**config.mk**
```make
export PLATFORM = sky130hd
export DESIGN_NAME = hascp_console
export DESIGN_NICKNAME = d
export VERILOG_FILES = /design/src/logic/hascp_pkg.sv /design/src/logic/hascp_serial.sv /design/src/logic/hascp_console.sv
export SDC_FILE = /design/constraint.sdc
export NUM_CORES = 1
export LEC_CHECK = 0
export ABC_CLOCK_PERIOD_IN_PS = 2400
export BUFFER_PORTS_ARGS = -buffer_cell sky130_fd_sc_hd__buf_4
export CAP_MARGIN = 20
export CORE_ASPECT_RATIO = 1.1
export CORE_MARGIN = 3
export CORE_UTILIZATION = 30
export CTS_CLUSTER_SIZE = 24
export DETAILED_ROUTE_END_ITERATION = 10
export HOLD_SLACK_MARGIN = 0.12
export PLACE_DENSITY = 0.51
export RECOVER_POWER = 100
export SLEW_MARGIN = 20
export SYNTH_ARGS = -nofsm -noshare
export SYNTH_HDL_FRONTEND = slang
export SYNTH_HIERARCHICAL = 1
export SYNTH_SLANG_ARGS = --single-unit
```
**constraint.sdc**
```tcl
create_clock -name clk_i -period 2.4 [get_ports clk_i]
set_input_delay 0.12 -clock clk_i [delete_from_list [all_inputs] [get_ports clk_i]]
set_output_delay 0.12 -clock clk_i [all_outputs]
set_load 0.1 [all_outputs]
```
**src/logic/hascp_pkg.sv**
```systemverilog
// Constants, codes and types of the hex/ASCII serial console path.
// Assumes one 25 MHz controller clock and an active-high master clear.
package hascp_pkg;

    localparam int CLK_HZ = 25_000_000;
    localparam int BIT_RATE_HZ = 9600;
    localparam int OVERSAMPLE = 16;
    localparam int TICK_DIV = CLK_HZ / (BIT_RATE_HZ * OVERSAMPLE);

    localparam int CHAR_BITS = 7;
    localparam int NIB_BITS = 4;
    localparam int CODE_BITS = 3;
    localparam int LUT_DEPTH = 32;

    localparam logic [1:0] SRC_CODE_LSB = 2'h0;
    localparam logic [1:0] SRC_TOP_BIT = 2'h1;
    localparam logic [1:0] SRC_ALU = 2'h2;
    localparam logic [1:0] SRC_BUFFER = 2'h3;

    localparam logic [1:0] TXS_ABOVE = 2'h0;
    localparam logic [1:0] TXS_BELOW = 2'h1;
    localparam logic [1:0] TXS_INSTR = 2'h2;
    localparam logic [1:0] TXS_CODE = 2'h3;

    localparam logic [1:0] BUF_HOLD = 2'h0;
    localparam logic [1:0] BUF_RIGHT = 2'h1;
    localparam logic [1:0] BUF_LEFT = 2'h2;
    localparam logic [1:0] BUF_LOAD = 2'h3;

    localparam logic [2:0] ZONE_DIGIT = 3'h3;
    localparam logic [2:0] ZONE_LETTER = 3'h4;
    localparam logic [3:0] MAX_DEC_DIGIT = 4'h9;

    localparam int LUT_LEGAL_BIT = 7;
    localparam int LUT_DIGIT_BIT = 6;
    localparam int LUT_TERM_BIT = 5;
    localparam int LUT_RESTART_BIT = 4;

    localparam int SYNC_W = 11;
    localparam logic [10:0] SYNC_RST = 11'h402;
    localparam logic [3:0] BUF_RST = 4'h0;
    localparam logic [2:0] CODE_RST = 3'h0;
    localparam logic HALF_RST = 1'b0;

    typedef enum logic [1:0] {RX_IDLE, RX_START, RX_DATA, RX_STOP} hascp_rx_state_type;

endpackage

```
**src/logic/hascp_serial.sv**
```systemverilog
// Serial receiver/transmitter: start bit, seven data bits LSB first, one stop bit.
// Assumes a one-cycle tick at sixteen times the bit rate and a synchronised input.
`timescale 1ns/1ns
module hascp_serial
    import hascp_pkg::*;
#(
    parameter int DATA_BITS = CHAR_BITS,
    parameter int OVER = OVERSAMPLE
)(
    // Clock and clears
    input wire logic clk_i,
    input wire logic rst_i,
    input wire logic clear_i,
    input wire logic tick_i,
    // Transmit side
    input wire logic load_i,
    input wire logic [DATA_BITS-1:0] tx_data_i,
    output logic tx_o,
    output logic tx_busy_o,
    // Receive side
    input wire logic rx_i,
    input wire logic ready_clear_i,
    output logic [DATA_BITS-1:0] rx_data_o,
    output logic rx_ready_o
);
    localparam int CW = $clog2(OVER);
    localparam int BW = $clog2(DATA_BITS + 3);

    if (OVER < 4 || (OVER & (OVER - 1)) != 0) begin : g_chk
        $error("OVER must be a power of two of at least four");
    end

    logic [DATA_BITS-1:0] buf_r;
    logic buf_full_r;
    logic [DATA_BITS+1:0] frame_r;
    logic [BW-1:0] bits_r;
    logic [CW-1:0] tx_ph_r;
    hascp_rx_state_type rx_st_r;
    logic [CW-1:0] rx_cnt_r;
    logic [BW-1:0] rx_idx_r;
    logic [DATA_BITS-1:0] rx_sh_r;
    logic rx_done;

    always_ff @(posedge clk_i or posedge rst_i) begin
        if (rst_i) begin
            buf_r <= '0;
            buf_full_r <= 1'b0;
            frame_r <= '1;
            bits_r <= '0;
            tx_ph_r <= '0;
            tx_busy_o <= 1'b0;
            tx_o <= 1'b1;
        end else if (clear_i) begin
            buf_full_r <= 1'b0;
            bits_r <= '0;
            tx_ph_r <= '0;
            tx_busy_o <= 1'b0;
            tx_o <= 1'b1;
        end else begin
            if (!tx_busy_o && buf_full_r) begin
                frame_r <= {1'b1, buf_r, 1'b0};
                bits_r <= BW'(DATA_BITS + 2);
                tx_ph_r <= '0;
                tx_busy_o <= 1'b1;
                buf_full_r <= 1'b0;
            end else if (tx_busy_o && tick_i) begin
                tx_ph_r <= tx_ph_r + 1'b1;
                if (tx_ph_r == '0) begin
                    if (bits_r == '0) begin
                        tx_busy_o <= 1'b0;
                    end else begin
                        tx_o <= frame_r[0];
                        frame_r <= {1'b1, frame_r[DATA_BITS+1:1]};
                        bits_r <= bits_r - 1'b1;
                    end
                end
            end
            if (load_i) begin
                buf_r <= tx_data_i;
                buf_full_r <= 1'b1;
            end
        end
    end

    assign rx_done = (rx_st_r == RX_STOP) && tick_i && (rx_cnt_r == CW'(OVER - 1));

    // Start bit is checked at mid-bit, so a glitch shorter than half a bit is dropped
    always_ff @(posedge clk_i or posedge rst_i) begin
        if (rst_i) begin
            rx_st_r <= RX_IDLE;
            rx_cnt_r <= '0;
            rx_idx_r <= '0;
            rx_sh_r <= '0;
            rx_data_o <= '0;
        end else if (clear_i) begin
            rx_st_r <= RX_IDLE;
            rx_cnt_r <= '0;
        end else if (tick_i) begin
            rx_cnt_r <= rx_cnt_r + 1'b1;
            case (rx_st_r)
                RX_IDLE: begin
                    rx_cnt_r <= '0;
                    if (!rx_i) begin
                        rx_st_r <= RX_START;
                    end
                end
                RX_START: begin
                    if (rx_cnt_r == CW'(OVER / 2 - 1)) begin
                        rx_cnt_r <= '0;
                        rx_idx_r <= '0;
                        rx_st_r <= rx_i ? RX_IDLE : RX_DATA;
                    end
                end
                RX_DATA: begin
                    if (rx_cnt_r == CW'(OVER - 1)) begin
                        rx_sh_r <= {rx_i, rx_sh_r[DATA_BITS-1:1]};
                        rx_idx_r <= rx_idx_r + 1'b1;
                        if (rx_idx_r == BW'(DATA_BITS - 1)) begin
                            rx_st_r <= RX_STOP;
                        end
                    end
                end
                RX_STOP: begin
                    if (rx_cnt_r == CW'(OVER - 1)) begin
                        rx_st_r <= RX_IDLE;
                        rx_data_o <= rx_sh_r;
                    end
                end
                default: rx_st_r <= RX_IDLE;
            endcase
        end
    end

    always_ff @(posedge clk_i or posedge rst_i) begin
        if (rst_i) begin
            rx_ready_o <= 1'b0;
        end else if (clear_i) begin
            rx_ready_o <= 1'b0;
        end else if (rx_done) begin
            rx_ready_o <= 1'b1;
        end else if (ready_clear_i) begin
            rx_ready_o <= 1'b0;
        end
    end

    AST_READY_STICKS: assert property (@(posedge clk_i) disable iff (rst_i)
        rx_ready_o && !ready_clear_i && !clear_i |=> rx_ready_o)
        else $error("ready dropped without clear");
    AST_READY_CLEARS: assert property (@(posedge clk_i) disable iff (rst_i)
        ready_clear_i && !rx_done |=> !rx_ready_o)
        else $error("ready survived its clear");
    AST_LOAD_STARTS: assert property (@(posedge clk_i) disable iff (rst_i)
        load_i && !tx_busy_o && !clear_i |-> ##2 tx_busy_o)
        else $error("loaded character not started");

endmodule

```
**src/logic/hascp_console.sv**
```systemverilog
// Character path between the panel datapath and a remote serial terminal.
// Assumes instruction fields and strobes come from same-clock sequencer logic.
`timescale 1ns/1ns
module hascp_console
    import hascp_pkg::*;
#(
    parameter int TICK_DIV_P = TICK_DIV
)(
    // Clock and master clear
    input wire logic clk_i,
    input wire logic rst_i,
    // Instruction fields
    input wire logic src_select_low_i,
    input wire logic src_select_high_i,
    input wire logic [1:0] buf_mode_i,
    input wire logic [6:0] instr_addr_i,
    // Instruction strobes
    input wire logic tx_buffer_load_i,
    input wire logic rx_ready_clear_i,
    input wire logic ctrl_char_strobe_i,
    input wire logic display_alt_i,
    // Datapath taps
    input wire logic [3:0] shifter_nibble_i,
    input wire logic alu_sel_top_bit_i,
    // Panel pins
    input wire logic local_switch_sense_i,
    input wire logic deadstart_flag_i,
    input wire logic [3:0] panel_switch_i,
    input wire logic [3:0] local_cond_i,
    // Serial line
    input wire logic serial_rx_i,
    output logic serial_tx_o,
    // Shifter serial inputs
    output logic ctrl_shifter_left_in_o,
    output logic panel_shifter_left_in_o,
    // Conditions
    output logic digit_at_most_nine_o,
    output logic half_select_o,
    output logic remote_select_o,
    output logic hex_digit_seen_o,
    output logic terminator_seen_o,
    output logic incoming_ready_cond_o,
    output logic restart_o,
    // Receive and transmit status
    output logic rx_char_ready_o,
    output logic rx_legal_o,
    output logic [7:0] rx_code_o,
    output logic tx_busy_o,
    // Held data
    output logic [3:0] shift_buf_o,
    output logic [2:0] ctrl_char_o
);
    localparam int DW = $clog2(TICK_DIV_P + 1);

    if (TICK_DIV_P < 2) begin : g_chk
        $error("TICK_DIV_P must be at least two");
    end

    function automatic logic [7:0] ascii_to_hex(input logic [4:0] a);
        logic [7:0] v;
        v = 8'h00;
        case (a)
            5'h00: v = 8'hc0;
            5'h01: v = 8'hc1;
            5'h02: v = 8'hc2;
            5'h03: v = 8'hc3;
            5'h04: v = 8'hc4;
            5'h05: v = 8'hc5;
            5'h06: v = 8'hc6;
            5'h07: v = 8'hc7;
            5'h08: v = 8'hc8;
            5'h09: v = 8'hc9;
            5'h0a: v = 8'ha0;
            5'h0f: v = 8'h90;
            5'h10: v = 8'ha0;
            5'h11: v = 8'hca;
            5'h12: v = 8'hcb;
            5'h13: v = 8'hcc;
            5'h14: v = 8'hcd;
            5'h15: v = 8'hce;
            5'h16: v = 8'hcf;
            5'h17: v = 8'ha0;
            5'h18: v = 8'h80;
            5'h19: v = 8'h81;
            5'h1a: v = 8'h82;
            5'h1b: v = 8'h83;
            5'h1c: v = 8'h84;
            5'h1d: v = 8'h85;
            5'h1e: v = 8'h86;
            default: v = 8'h00;
        endcase
        return v;
    endfunction

    logic [SYNC_W-1:0] meta_r;
    logic [SYNC_W-1:0] sync_r;
    logic local_s;
    logic dead_s;
    logic rx_s;
    logic [3:0] sw_s;
    logic [3:0] lcond_s;
    logic [DW-1:0] div_r;
    logic tick_r;
    logic [CHAR_BITS-1:0] rx_data;
    logic rx_ready;
    logic tx_busy;
    logic tx_line;
    logic [7:0] lut;
    logic legal;
    logic remote;
    logic [3:0] sel_data;
    logic [3:0] sel_cond;
    logic le9;
    logic [3:0] above_nib;
    logic [3:0] tx_nib;
    logic [CHAR_BITS-1:0] tx_char;
    logic ctrl_left;
    logic panel_left;
    logic half_r;
    logic [3:0] shift_buf_r;
    logic [2:0] ctrl_char_r;
    logic [1:0] src_sel;

    assign src_sel = {src_select_high_i, src_select_low_i};

    // Panel pins and the serial line are asynchronous to the controller clock
    always_ff @(posedge clk_i or posedge rst_i) begin
        if (rst_i) begin
            meta_r <= SYNC_RST;
            sync_r <= SYNC_RST;
        end else begin
            meta_r <= {serial_rx_i, local_cond_i, panel_switch_i,
                       deadstart_flag_i, local_switch_sense_i};
            sync_r <= meta_r;
        end
    end

    assign local_s = sync_r[0];
    assign dead_s = sync_r[1];
    assign sw_s = sync_r[5:2];
    assign lcond_s = sync_r[9:6];
    assign rx_s = sync_r[10];

    always_ff @(posedge clk_i or posedge rst_i) begin
        if (rst_i) begin
            div_r <= '0;
            tick_r <= 1'b0;
        end else if (local_s || div_r == DW'(TICK_DIV_P - 1)) begin
            div_r <= '0;
            tick_r <= !local_s;
        end else begin
            div_r <= div_r + 1'b1;
            tick_r <= 1'b0;
        end
    end

    hascp_serial #(
        .DATA_BITS(CHAR_BITS),
        .OVER(OVERSAMPLE)
    ) u_serial (
        .clk_i(clk_i),
        .rst_i(rst_i),
        .clear_i(local_s),
        .tick_i(tick_r),
        .load_i(tx_buffer_load_i),
        .tx_data_i(tx_char),
        .tx_o(tx_line),
        .tx_busy_o(tx_busy),
        .rx_i(rx_s),
        .ready_clear_i(rx_ready_clear_i),
        .rx_data_o(rx_data),
        .rx_ready_o(rx_ready)
    );

    assign lut = ascii_to_hex({rx_data[6], rx_data[3:0]});

    assign legal = (rx_data[6:4] == ZONE_DIGIT) || (rx_data[6:4] == ZONE_LETTER)
                   || lut[LUT_LEGAL_BIT];

    assign remote = !local_s || !dead_s;
    assign sel_data = remote ? lut[3:0] : sw_s;

    assign sel_cond = remote ? {lut[LUT_RESTART_BIT], rx_ready, lut[LUT_TERM_BIT],
                                lut[LUT_DIGIT_BIT]} : lcond_s;

    assign le9 = !(shifter_nibble_i[3] && (shifter_nibble_i[2] || shifter_nibble_i[1]));

    assign above_nib = {1'b0, shifter_nibble_i[2:0] - 3'h1};

    always_comb begin
        tx_nib = above_nib;
        case (src_sel)
            TXS_ABOVE: tx_nib = above_nib;
            TXS_BELOW: tx_nib = shifter_nibble_i;
            TXS_INSTR: tx_nib = instr_addr_i[3:0];
            // Bit 3 high so codes 000 to 100 come out as letters H to L
            TXS_CODE: tx_nib = {1'b1, ctrl_char_r};
            default: tx_nib = above_nib;
        endcase
    end

    assign tx_char = {instr_addr_i[6:4], tx_nib};

    // Left serial input choices for both shifters
    always_comb begin
        ctrl_left = ctrl_char_r[0];
        panel_left = half_r;
        case (src_sel)
            SRC_CODE_LSB: begin
                ctrl_left = ctrl_char_r[0];
                panel_left = half_r;
            end
            SRC_TOP_BIT: begin
                ctrl_left = shifter_nibble_i[3];
                panel_left = shifter_nibble_i[3];
            end
            SRC_ALU: begin
                ctrl_left = alu_sel_top_bit_i;
                panel_left = shifter_nibble_i[3];
            end
            SRC_BUFFER: begin
                ctrl_left = shift_buf_r[3];
                panel_left = shift_buf_r[3];
            end
            default: begin
                ctrl_left = ctrl_char_r[0];
                panel_left = half_r;
            end
        endcase
    end

    always_ff @(posedge clk_i or posedge rst_i) begin
        if (rst_i) begin
            half_r <= HALF_RST;
        end else if (src_select_low_i) begin
            half_r <= 1'b0;
        end else if (display_alt_i) begin
            half_r <= !half_r;
        end
    end

    always_ff @(posedge clk_i or posedge rst_i) begin
        if (rst_i) begin
            shift_buf_r <= BUF_RST;
        end else begin
            case (buf_mode_i)
                BUF_HOLD: shift_buf_r <= shift_buf_r;
                BUF_RIGHT: shift_buf_r <= {1'b0, shift_buf_r[3:1]};
                BUF_LEFT: shift_buf_r <= {shift_buf_r[2:0], shift_buf_r[3]};
                BUF_LOAD: shift_buf_r <= sel_data;
                default: shift_buf_r <= shift_buf_r;
            endcase
        end
    end

    always_ff @(posedge clk_i or posedge rst_i) begin
        if (rst_i) begin
            ctrl_char_r <= CODE_RST;
        end else if (ctrl_char_strobe_i) begin
            ctrl_char_r <= sel_data[2:0];
        end
    end

    // Outputs are registered, so every selector answer lags its inputs by one cycle
    always_ff @(posedge clk_i or posedge rst_i) begin
        if (rst_i) begin
            ctrl_shifter_left_in_o <= 1'b0;
            panel_shifter_left_in_o <= 1'b0;
            digit_at_most_nine_o <= 1'b0;
            remote_select_o <= 1'b0;
            hex_digit_seen_o <= 1'b0;
            terminator_seen_o <= 1'b0;
            incoming_ready_cond_o <= 1'b0;
            restart_o <= 1'b0;
            rx_legal_o <= 1'b0;
            rx_code_o <= 8'h00;
        end else begin
            ctrl_shifter_left_in_o <= ctrl_left;
            panel_shifter_left_in_o <= panel_left;
            digit_at_most_nine_o <= le9;
            remote_select_o <= remote;
            hex_digit_seen_o <= sel_cond[0];
            terminator_seen_o <= sel_cond[1];
            incoming_ready_cond_o <= sel_cond[2];
            restart_o <= sel_cond[3];
            rx_legal_o <= legal;
            rx_code_o <= lut;
        end
    end

    assign serial_tx_o = tx_line;
    assign tx_busy_o = tx_busy;
    assign rx_char_ready_o = rx_ready;
    assign half_select_o = half_r;
    assign shift_buf_o = shift_buf_r;
    assign ctrl_char_o = ctrl_char_r;

    AST_CODE_LSB: assert property (@(posedge clk_i) disable iff (rst_i)
        src_sel == SRC_CODE_LSB |=> ctrl_shifter_left_in_o == $past(ctrl_char_r[0]))
        else $error("code bit not fed to shifter");
    AST_ROTATE: assert property (@(posedge clk_i) disable iff (rst_i)
        src_sel == SRC_TOP_BIT |=> ctrl_shifter_left_in_o == $past(shifter_nibble_i[3]))
        else $error("top bit not fed back");
    AST_ALU_BIT: assert property (@(posedge clk_i) disable iff (rst_i)
        src_sel == SRC_ALU |=> ctrl_shifter_left_in_o == $past(alu_sel_top_bit_i))
        else $error("ALU bit not fed to shifter");
    AST_HALF_FORCE: assert property (@(posedge clk_i) disable iff (rst_i)
        src_select_low_i |=> !half_select_o)
        else $error("half flag not forced low");
    AST_HALF_TOGGLE: assert property (@(posedge clk_i) disable iff (rst_i)
        display_alt_i && !src_select_low_i |=> half_select_o != $past(half_select_o))
        else $error("half flag did not toggle");
    AST_LE9: assert property (@(posedge clk_i) disable iff (rst_i)
        1'b1 |=> digit_at_most_nine_o == ($past(shifter_nibble_i) <= MAX_DEC_DIGIT))
        else $error("digit decode wrong");
    AST_ABOVE9: assert property (@(posedge clk_i) disable iff (rst_i)
        shifter_nibble_i > MAX_DEC_DIGIT && src_sel == TXS_ABOVE
        |-> tx_char[3:0] == shifter_nibble_i - MAX_DEC_DIGIT)
        else $error("letter conversion wrong");
    AST_BUF_ROT: assert property (@(posedge clk_i) disable iff (rst_i)
        buf_mode_i == BUF_LEFT ##1 buf_mode_i == BUF_LEFT ##1 buf_mode_i == BUF_LEFT
        ##1 buf_mode_i == BUF_LEFT |=> shift_buf_o == $past(shift_buf_o, 4))
        else $error("four rotates lost data");
    AST_BUF_HOLD: assert property (@(posedge clk_i) disable iff (rst_i)
        buf_mode_i == BUF_HOLD |=> $stable(shift_buf_o))
        else $error("buffer moved on hold");
    AST_CCR: assert property (@(posedge clk_i) disable iff (rst_i)
        ctrl_char_strobe_i |=> ctrl_char_o == $past(sel_data[2:0]))
        else $error("control code not captured");
    AST_REMOTE: assert property (@(posedge clk_i) disable iff (rst_i)
        !local_s |=> remote_select_o)
        else $error("remote not selected");
    AST_LOCAL_OFF: assert property (@(posedge clk_i) disable iff (rst_i)
        local_s |=> !rx_char_ready_o && !tx_busy_o)
        else $error("serial unit active while local");

    COV_TOGGLE: cover property (@(posedge clk_i) disable iff (rst_i)
        display_alt_i && !src_select_low_i);
    COV_RX_READY: cover property (@(posedge clk_i) disable iff (rst_i)
        $rose(rx_char_ready_o));
    COV_TX_CODE: cover property (@(posedge clk_i) disable iff (rst_i)
        tx_buffer_load_i && src_sel == TXS_CODE);
    COV_CTRL_REMOTE: cover property (@(posedge clk_i) disable iff (rst_i)
        ctrl_char_strobe_i && remote);

endmodule

```
==> summary.txt, run 1 <==
clk buf depth = 2
Syn Nets = 451
Post-synth ARST share = 100%
Worst EP arrival = 2.56 ns
Adder-Cell Fraction of Synth Area = 4.66%
Cell Pwr Density = 698 nW/um2
Fin Clk Skew = 0.00748 ns
CTS root buf = clkbuf_16
pin count of the biggest net entering global routing = 37
chip height = 139 um
Synth-to-Final Area Change = 23.2%
Avg Synthesized Cell Area = 12.1 um2
Post-route DRC = 0
Pre-antenna DRT Iters = 4
Yosys cell types = 59
endpoints failing hold = 0
WP data required = 2.69 ns
Synth Area in XOR/XNOR = 2.90%
total via count in the routed design = 3294
Final Cycle Share = 94.7%
clock buffers created by TritonCTS = 9
Wirelength per Cell = 14.1 um
Setup TNS = 0 ns
leakage = 2.59 nW
Slew Viols, Final = 0
clock latency on the worst-skew pair = 0.35 ns
CTS tree = yes
clk sink count = 107
Syn Std Cell Area = 4830 um2
fill cell count = 1550
#FFs+latches synth = 107
Post-Synth Simple-Gate Area = 11.4%
Crit Path Max Fanout = 8
number of flops mapped to enable cells by yosys = 0
CP startpoint kind = flip-flop
Design Area, Final = 5950 um2
f_max = 0.440 GHz
IO Count = 61
Starting Density = 30.7%
Placer Congestion = 0.773
status = finished, final reports clean
switching portion of total power = 24.9%
final setup margin = 0.127 ns
combinational family with the most area after synthesis = simple AND/OR/NAND/NOR gates
CP Class = flip-flop to flip-flop
Seq pwr share = 47.8%
H-Tree Depth = 3
global-route wire length before repair = 16700 um
num rows = 48
dpl ws = 0.255 ns
die area = 17700 um2
total setup buffers inserted after CTS = 0
DIE WIDTH = 127 um
DR vias/cell = 4.77
leading cell type in the layout, fill and taps excluded = dfrtp_1
Post-DP Area = 5510 um2
ys flop type = dfrtp_1
IO Port Bufs = 60
Seq/Total Area, Yosys = 55.8%
area leader, netlist = dfrtp_1
Inserted Diodes = 0
Layout Nets = 537
post-DP HPWL = 7040 um
share of layout cells above drive strength 1 = 20.0%
Clock transition at path regs = 0.07 ns
initial drt markers = 142
Synth Instances = 400
dominant cells by area after synthesis = dfrtp_1 (49%), mux2_2 (7.5%), dfstp_2 (7.1%)
mux cell area share after synthesis = 10.5%
Antenna Nets Post-Route = 0
HP Class = primary input to flip-flop
Worst Max-Slew Pin Slew = 1.19 ns
Final Setup Violations = 0
Ys Warns = 6
Tmin final = 2.27 ns
initial antenna violation count = 0
Compound-Gate Fraction of Synth Area = 11.1%
gr usage total = 11.6%
Rel. slew slack = 20.8%
GRT overflow = 0
Post-Route WL = 9720 um
Crit. End Element = flip-flop
Max VDD drop = 0.000388 V
Max-cap violations = 0
Synth top area share = 48.7%
NetSw = 1.03 mW
vias in the first global route = 3391
unrepaired setup endpoints after global routing = no
Int Pwr = 3.12 mW
Gate power share = 11.0%
most frequent cells in the layout = dfrtp_1 (94), clkbuf_1 (34), mux2_2 (30)
Core Area = 15700 um2
Clock Power Share = 41.2%
-- layout make-up --
cell class                 instances  area (um2)  area share [%]
multi-input combinational        252        1950            32.7
clock inverter                     7         124            2.08
inverter                          24        90.1            1.51
sequential                       107        2690            45.3
clock buffer                       9         225            3.78
tap                              200         250            4.20
timing repair buffer              92         621            10.4
-- worst max-delay path, stage by stage (launching register included) --
cell	delay, ns
dfrtp_1	0.48
inv_1	0.13
ha_1	0.20
mux2_1	0.32
nor2_1	0.11
a22o_1	0.17
mux2i_1	0.09
o22ai_1	0.14
dlygate4sd3_1	0.56
-- metrics by stage --
stage / hold WS (ns) / std cells / util (%) / total power [mW]
6_report: 0.129 / 691 / 37.8 / 4.15
4_1_cts: 0.121 / 691 / 38.9 / 4.26
3_5_place_dp: 0.200 / 649 / 35.0 / 2.48
2_1_floorplan: 0.124 / 400 / - / 2.33
5_1_grt: 0.185 / 691 / 37.8 / 4.33
3_3_place_gp: 0.196 / 649 / 35.0 / 2.47
-- synthesized netlist by cell type, types with 4 or more instances --
| cell type | n |
|---|---|
| o22ai_1 | 6 |
| xnor2_1 | 10 |
| o22a_1 | 12 |
| a222oi_1 | 4 |
| o21ai_0 | 8 |
| mux2i_1 | 10 |
| dfrtp_1 | 94 |
| inv_1 | 24 |
| mux2_2 | 32 |
| nand3b_1 | 5 |
| a21oi_1 | 16 |
| nor2b_1 | 6 |
| dfstp_2 | 13 |
| clkbuf_1 | 9 |
| ha_1 | 18 |
| nor2_1 | 28 |
| nand2_1 | 23 |
| xor2_1 | 6 |
| nand3_1 | 11 |
| nor3_1 | 7 |
-- per-layer routing --
layer  vias up  track usage [%]  routed length [um]
met3        13             3.27                 379
li1       1591                -                   -
met2        56             19.2                4870
met5         -                0                   0
met4         0             3.73                 145
met1      1634             14.7                4320
-- worst paths after layout --
kind	from	endpoint	slack [ns]	cells after the start
worst max-delay path	u_serial/rx_data_o[0]	shift_buf_o[3]	0.13	8
worst min-delay path	shifter_nibble_i[3]	panel_shifter_left_in_o	0.13	3
worst max register to register	u_serial/rx_data_o[0]	shift_buf_o[3]	0.13	8
worst min register to register	meta_r[3]	sync_r[3]	0.35	0
max in group asynchronous	rst_i	sync_r[7]	0.58	4
min in group asynchronous	rst_i	digit_at_most_nine_o	0.47	3
-- sequential cells by signal (all words and copies together), names as in the netlist, 2 cells and up --
name,cells
u_serial/rx_idx_r,4
sync_r,11
u_serial/bits_r,4
u_serial/rx_data_o,7
u_serial/rx_sh_r,7
meta_r,11
shift_buf_o,4
u_serial/rx_st_r,2
u_serial/frame_r,8
u_serial/rx_cnt_r,4
ctrl_char_o,3
u_serial/tx_ph_r,4
rx_code_o,8
div_r,8
u_serial/buf_r,7
-- repair_timing --
item                                   4_1_cts  5_1_grt
setup endpoints to repair                    0        0
hold buffers                                26        0
gates resized for setup                      0        0
endpoints found under the hold margin       64        0
-- power by group through the flow --
stage	clock network, mW	logic (mW)	registers (mW)
2_1_floorplan	0	0.184	2.14
3_3_place_gp	0	0.455	2.02
3_5_place_dp	0	0.462	2.02
4_1_cts	1.77	0.499	1.99
5_1_grt	1.84	0.496	2.00
6_report	1.71	0.457	1.98
-- cells by family (layout without fill, tap and decap cells) --
kind of cell / Yosys count / count (layout)
xor gates and xnor gates: 16 / 16
DFF: 107 / 107
adders and majority gates: 18 / 18
muxes: 44 / 44
AOI/OAI and AO/OA: 71 / 71
and+or+nand+nor: 103 / 103
buffers and inverters: 41 / 132
No activity file was read; power rests on OpenSTA's default activity.
==> run 2, diff against run 1 <==
Settings changed: SYNTH_HIERARCHICAL 1 to not set.
==> run 2 against run 1 <==
Against the previous run: combinational power about the same; final cell count up 1.3%; critical endpoint is now u_serial.bits_r[3]; largest cell class unchanged; via count down 0.76%; critical path type unchanged.
==> summary.txt, run 2 <==
ys flop type = dfrtp_1
Syn Std Cell Area = 4760 um2
Syn Nets = 467
DR vias/cell = 4.67
clock latency on the worst-skew pair = 0.35 ns
Setup crit start = u_serial.bits_r[0]
Setup TNS = 0 ns
leading cell type in the layout, fill and taps excluded = dfrtp_1
Pre-antenna DRT Iters = 4
H-Tree Depth = 3
Layout Nets = 555
Tmin final = 2.12 ns
Synth top cells by count = dfrtp_1 (94), nand2_1 (36), nor2_1 (35)
Crit. End Element = flip-flop
initial drt markers = 196
area leader, netlist = dfrtp_1
Post-synth ARST share = 100%
leakage = 2.61 nW
GRT overflow = 0
Largest stage delay, worst path = 0.70 ns
mux cell area share after synthesis = 9.75%
depth of the most critical reg-to-reg path = 7
Final Setup Violations = 0
Final Cycle Share = 88.4%
final setup margin = 0.279 ns
WP data required = 2.65 ns
share of layout cells above drive strength 1 = 18.1%
Core Area = 15300 um2
Seq/Total Area, Yosys = 56.6%
IO Count = 61
number of flops mapped to enable cells by yosys = 0
Min-Delay Path Depth = 3
Worst Max-Slew Pin Slew = 1.42 ns
Rel. slew slack = 5.63%
Worst EP arrival = 2.37 ns
gr usage total = 11.5%
Compound-Gate Fraction of Synth Area = 9.98%
largest registers = meta_r: 11 flops, sync_r: 11 flops
dominant cells by area after synthesis = dfrtp_1 (49%), dfstp_2 (7.2%), ha_1 (5.8%)
CTS tree = yes
Clock transition at path regs = 0.07 ns
Wirelength per Cell = 13.5 um
most frequent cell after synthesis = dfrtp_1
Min-Delay Endpoint = u_serial.buf_r[3]
Post-Synth Simple-Gate Area = 12.0%
#FFs+latches synth = 107
Adder-Cell Fraction of Synth Area = 5.78%
Inserted Diodes = 0
Placer Congestion = 0.792
Post-route DRC = 0
endpoints failing hold = 0
Starting Density = 31.1%
post-CTS resize count = 0
dpl ws = 0.322 ns
total via count in the routed design = 3269
r2r endpoint = u_serial.bits_r[3]
CTS root buf = clkbuf_16
Avg Synthesized Cell Area = 11.6 um2
worst r2r src = u_serial.bits_r[0]
Antenna Nets Post-Route = 0
clock buffers created by TritonCTS = 9
unrepaired setup endpoints after global routing = no
clk sink count = 107
global-route wire length before repair = 16200 um
HP Class = primary input to flip-flop
combinational family with the most area after synthesis = simple AND/OR/NAND/NOR gates
vias in the first global route = 3407
die area = 17400 um2
status = finished, final reports clean
worst hold slack = 0.171 ns
f_max = 0.471 GHz
clk buf depth = 2
pin count of the biggest net entering global routing = 108
chip height = 138 um
post-DP HPWL = 6500 um
DIE WIDTH = 126 um
CP startpoint kind = flip-flop
slowest CP cell = or4_1
IO Port Bufs = 60
initial antenna violation count = 0
Yosys cell types = 57
critical path cell sequence = inv_1 > ha_1 > nor3b_1 > or4_1 > nor4_2 > nor3_1 > a211oi_1
Post-Route WL = 9450 um
Slew Viols, Final = 0
Synth-to-Final Area Change = 22.9%
Cell Pwr Density = 685 nW/um2
Max-cap violations = 0
num rows = 47
Hold Startpoint = instr_addr_i[3]
Synth top area share = 49.4%
most frequent cells in the layout = dfrtp_1 (94), nand2_1 (36), nor2_1 (35)
Ys Warns = 0
Synth Area in XOR/XNOR = 2.21%
Crit Path Max Fanout = 8
Fin Clk Skew = 0.00736 ns
FF-to-FF setup slack = 0.28 ns
CP Class = flip-flop to flip-flop
Synth Instances = 412
Max VDD drop = 0.000366 V
run 2: changes by cell type after synthesis, sizes merged, moves of 4 or more:
cell    before  now
o21ai        8   31
nand2       24   37
o22a        12    0
nand2b       2    9
clkbuf       9    3
a21oi       17   12
nor2        30   35
xnor2       10    5
ha          18   22
nand3b       5    1
o22ai        6    2
run 2: final cells by class:
class                      instances  area (um2)
clock buffer                      10         239
multi-input combinational        267        1880
tap                              196         245
fill                            1526        9440
timing repair buffer              90         622
inverter                          25        97.6
sequential                       107        2690
clock inverter                     5        77.6
run 2: what timing repair did:
action / CTS / global route
hold endpoints to repair: 121 / 0
setup buffers: 0 / 0
hold buffers: 26 / 0
run 2: per-stage QoR:
step	instance area, um2	utilization [%]	total power [mW]	cells
finish	5850	38.3	4.01	700
global route	5850	38.3	4.21	700
CTS	6000	39.2	4.13	700
detailed placement	5420	35.5	2.49	659
floorplan	4770	-	2.34	412
global placement	5420	35.5	2.48	659
run 2: report_power, final:
group / switching (mW) / internal, mW
combinational: 0.303 / 0.153
clock: 0.634 / 0.933
sequential: 0.0593 / 1.93
total: 0.996 / 3.02
run 2: worst max path at each step:
stage                                      to  slack, ns  depth (start not counted)
after global placement         shift_buf_o[2]       0.39                          6
final                      u_serial.bits_r[3]       0.28                          7
after CTS                      shift_buf_o[0]       0.31                          7
after global routing       u_serial.bits_r[3]       0.12                          7
after detailed placement       shift_buf_o[0]       0.32                          7
after floorplan           u_serial.frame_r[1]       0.27                          8
run 2: cells by family after synthesis:
| kind of cell | Yosys count |
|---|---|
| fa+ha+maj | 22 |
| mux | 39 |
| xor+xnor | 12 |
| flops | 107 |
| buf+inv | 38 |
| simple gates | 122 |
| compound gates | 72 |
run 2: worst max-delay path: cells and delay by family, from the launching register on:
kind	cells	cell delay, ns
and+or+nand+nor	4	1.17
adders and majority gates	1	0.20
AOI/OAI and AO/OA	1	0.22
buffers and inverters	1	0.07
DFF	1	0.36
run 2: metal layers:
metal | global-route usage, % | up-vias | share of wire [%] | wire length (um)
met4 | 3.56 | 0 | 1.6 | 152
met1 | 14.3 | 1592 | 46 | 4380
met3 | 4.36 | 11 | 5.1 | 480
met2 | 18.4 | 66 | 47 | 4440
li1 | - | 1600 | - | -
met5 | 0 | - | 0 | 0
==> run 3, diff against run 2 <==
Settings changed: PLACE_DENSITY 0.51 to 0.48, RECOVER_POWER 100 to 25.
==> run 3 against run 2 <==
Against the previous run: first-iteration DRC count decreased by 19%; global-route usage decreased by 0.18 points; fmax up 0.17%; via count down 0.12%; design area up 2.5%; critical endpoint is now shift_buf_o[0]; highest routed layer unchanged.
==> summary.txt, run 3 (same netlist as run 2, synthesis figures left out) <==
Antenna Nets Post-Route = 0
Worst Max-Slew Pin Slew = 1.17 ns
Final Cycle Share = 88.2%
Fin Clk Skew = 0.00860 ns
post-CTS resize count = 0
Post-Route WL = 9430 um
status = finished, final reports clean
Final Setup Violations = 0
placed cells = 661
DR vias/cell = 4.64
GRT overflow = 0
worst r2r src = u_serial.rx_data_o[0]
critical path cell sequence = inv_1 > ha_1 > o21ai_0 > a221o_1 > o31ai_1 > mux2_2 > mux4_2
chip height = 138 um
clock buffers created by TritonCTS = 9
post-DP HPWL = 6770 um
Post-route DRC = 0
Max-cap violations = 0
DIE WIDTH = 126 um
global-route wire length before repair = 16100 um
Rel. slew slack = 21.8%
Hold Startpoint = instr_addr_i[3]
leading cell type in the layout, fill and taps excluded = dfrtp_1
die area = 17400 um2
Tmin final = 2.12 ns
CP startpoint kind = flip-flop
Crit Path Max Fanout = 7
Crit. End Element = flip-flop
Cell Pwr Density = 668 nW/um2
HP Class = primary input to flip-flop
Slew Viols, Final = 0
Design Area, Final = 6000 um2
fill cell count = 1511
Min-Delay Endpoint = u_serial.buf_r[3]
pin count of the biggest net entering global routing = 49
Core Area = 15300 um2
clk sink count = 107
CTS root buf = clkbuf_16
vias in the first global route = 3270
Synth-to-Final Area Change = 25.9%
Max VDD drop = 0.000376 V
IO Port Bufs = 60
Post-DP Area = 5440 um2
unrepaired setup endpoints after global routing = no
r2r endpoint = shift_buf_o[0]
num rows = 47
Placer Congestion = 0.819
clock latency on the worst-skew pair = 0.35 ns
share of layout cells above drive strength 1 = 26.2%
Worst EP arrival = 2.34 ns
slowest CP cell = dfrtp_1
CTS tree = yes
Min-Delay Path Depth = 3
CP Class = flip-flop to flip-flop
IO Count = 61
Starting Density = 31.1%
leakage = 2.73 nW
Layout Nets = 558
Wirelength per Cell = 13.4 um
Tot Pwr = 4.01 mW
fin cells = 704
gr usage total = 11.3%
Largest stage delay, worst path = 0.46 ns
total via count in the routed design = 3265
Inserted Diodes = 0
Clock transition at path regs = 0.07 ns
largest registers = meta_r: 11 flops, sync_r: 11 flops
endpoints failing hold = 0
Setup TNS = 0 ns
depth of the most critical reg-to-reg path = 7
FF-to-FF setup slack = 0.28 ns
H-Tree Depth = 3
WP data required = 2.63 ns
initial drt markers = 158
f_max = 0.472 GHz
Pre-antenna DRT Iters = 5
clk buf depth = 2
most frequent cells in the layout = dfrtp_1 (93), buf_4 (53), nand2_1 (36)
initial antenna violation count = 0
[run 3: cell count changes in the layout (fill, tap and decap cells not counted), moves of 2 or more]
cell | before | now
buf_4 | 20 | 53
clkbuf_1 | 31 | 1
inv_1 | 22 | 20
inv_2 | 2 | 4
inv_8 | 0 | 3
mux2_1 | 8 | 6
mux2_2 | 21 | 23
o21ai_0 | 28 | 18
o21ai_1 | 3 | 11
o21ai_2 | 0 | 2
[run 3: routing by layer]
| layer | up-vias | wire (um) | global-route usage (%) |
|---|---|---|---|
| li1 | 1617 | - | - |
| met1 | 1569 | 4520 | 15.2 |
| met2 | 66 | 4230 | 17.1 |
| met3 | 13 | 476 | 2.85 |
| met4 | 0 | 195 | 5.08 |
| met5 | - | 0 | 0 |
[run 3: how the worst max path moves through the flow]
stage,start,endpoint
final,u_serial.rx_data_o[0],shift_buf_o[0]
after global routing,u_serial.rx_data_o[0],shift_buf_o[0]
after CTS,u_serial.rx_data_o[0],shift_buf_o[0]
after detailed placement,u_serial.rx_data_o[0],shift_buf_o[0]
after global placement,u_serial.rx_data_o[1],shift_buf_o[1]
after floorplan,u_serial.tx_busy_o,u_serial.frame_r[1]
[run 3: where the power goes]
group / switching (mW) / leakage [nW] / internal, mW / total [mW]
Clock: 0.697 / 0.147 / 0.829 / 1.53
Sequential: 0.0600 / 1.35 / 1.93 / 1.99
Combinational: 0.311 / 1.23 / 0.182 / 0.493
[run 3: worst max-delay path: cells and delay by family, from the launching register on]
kind                     cells  cell delay [ns]
multiplexers                 2             0.74
AO/OA/AOI/OAI                3             0.45
flip-flops                   1             0.46
adder cells (fa/ha/maj)      1             0.23
buffers and inverters        1             0.11
[run 3: layout make-up]
| class | count | area, um2 | area share, % |
|---|---|---|---|
| clock buffer | 9 | 225 | 3.76 |
| inverter | 25 | 95.1 | 1.59 |
| sequential | 107 | 2700 | 44.9 |
| timing repair buffer | 93 | 759 | 12.7 |
| clock inverter | 7 | 83.8 | 1.40 |
| tap | 196 | 245 | 4.09 |
| multi-input combinational | 267 | 1890 | 31.6 |
[run 3: what timing repair did]
action | in CTS | in global routing
hold buffers | 27 | 0
endpoints found under the hold margin | 121 | 0
setup buffers | 0 | 0
[run 3: through the flow]
stage	setup WS, ns	util (%)	hold WS, ns
after global routing	0.158	39.2	0.132
after detailed placement	0.302	35.6	0.0567
after floorplan	0.271	-	0.124
after CTS	0.281	39.4	0.135
after global placement	0.380	35.6	0.0590
final	0.282	39.2	0.143
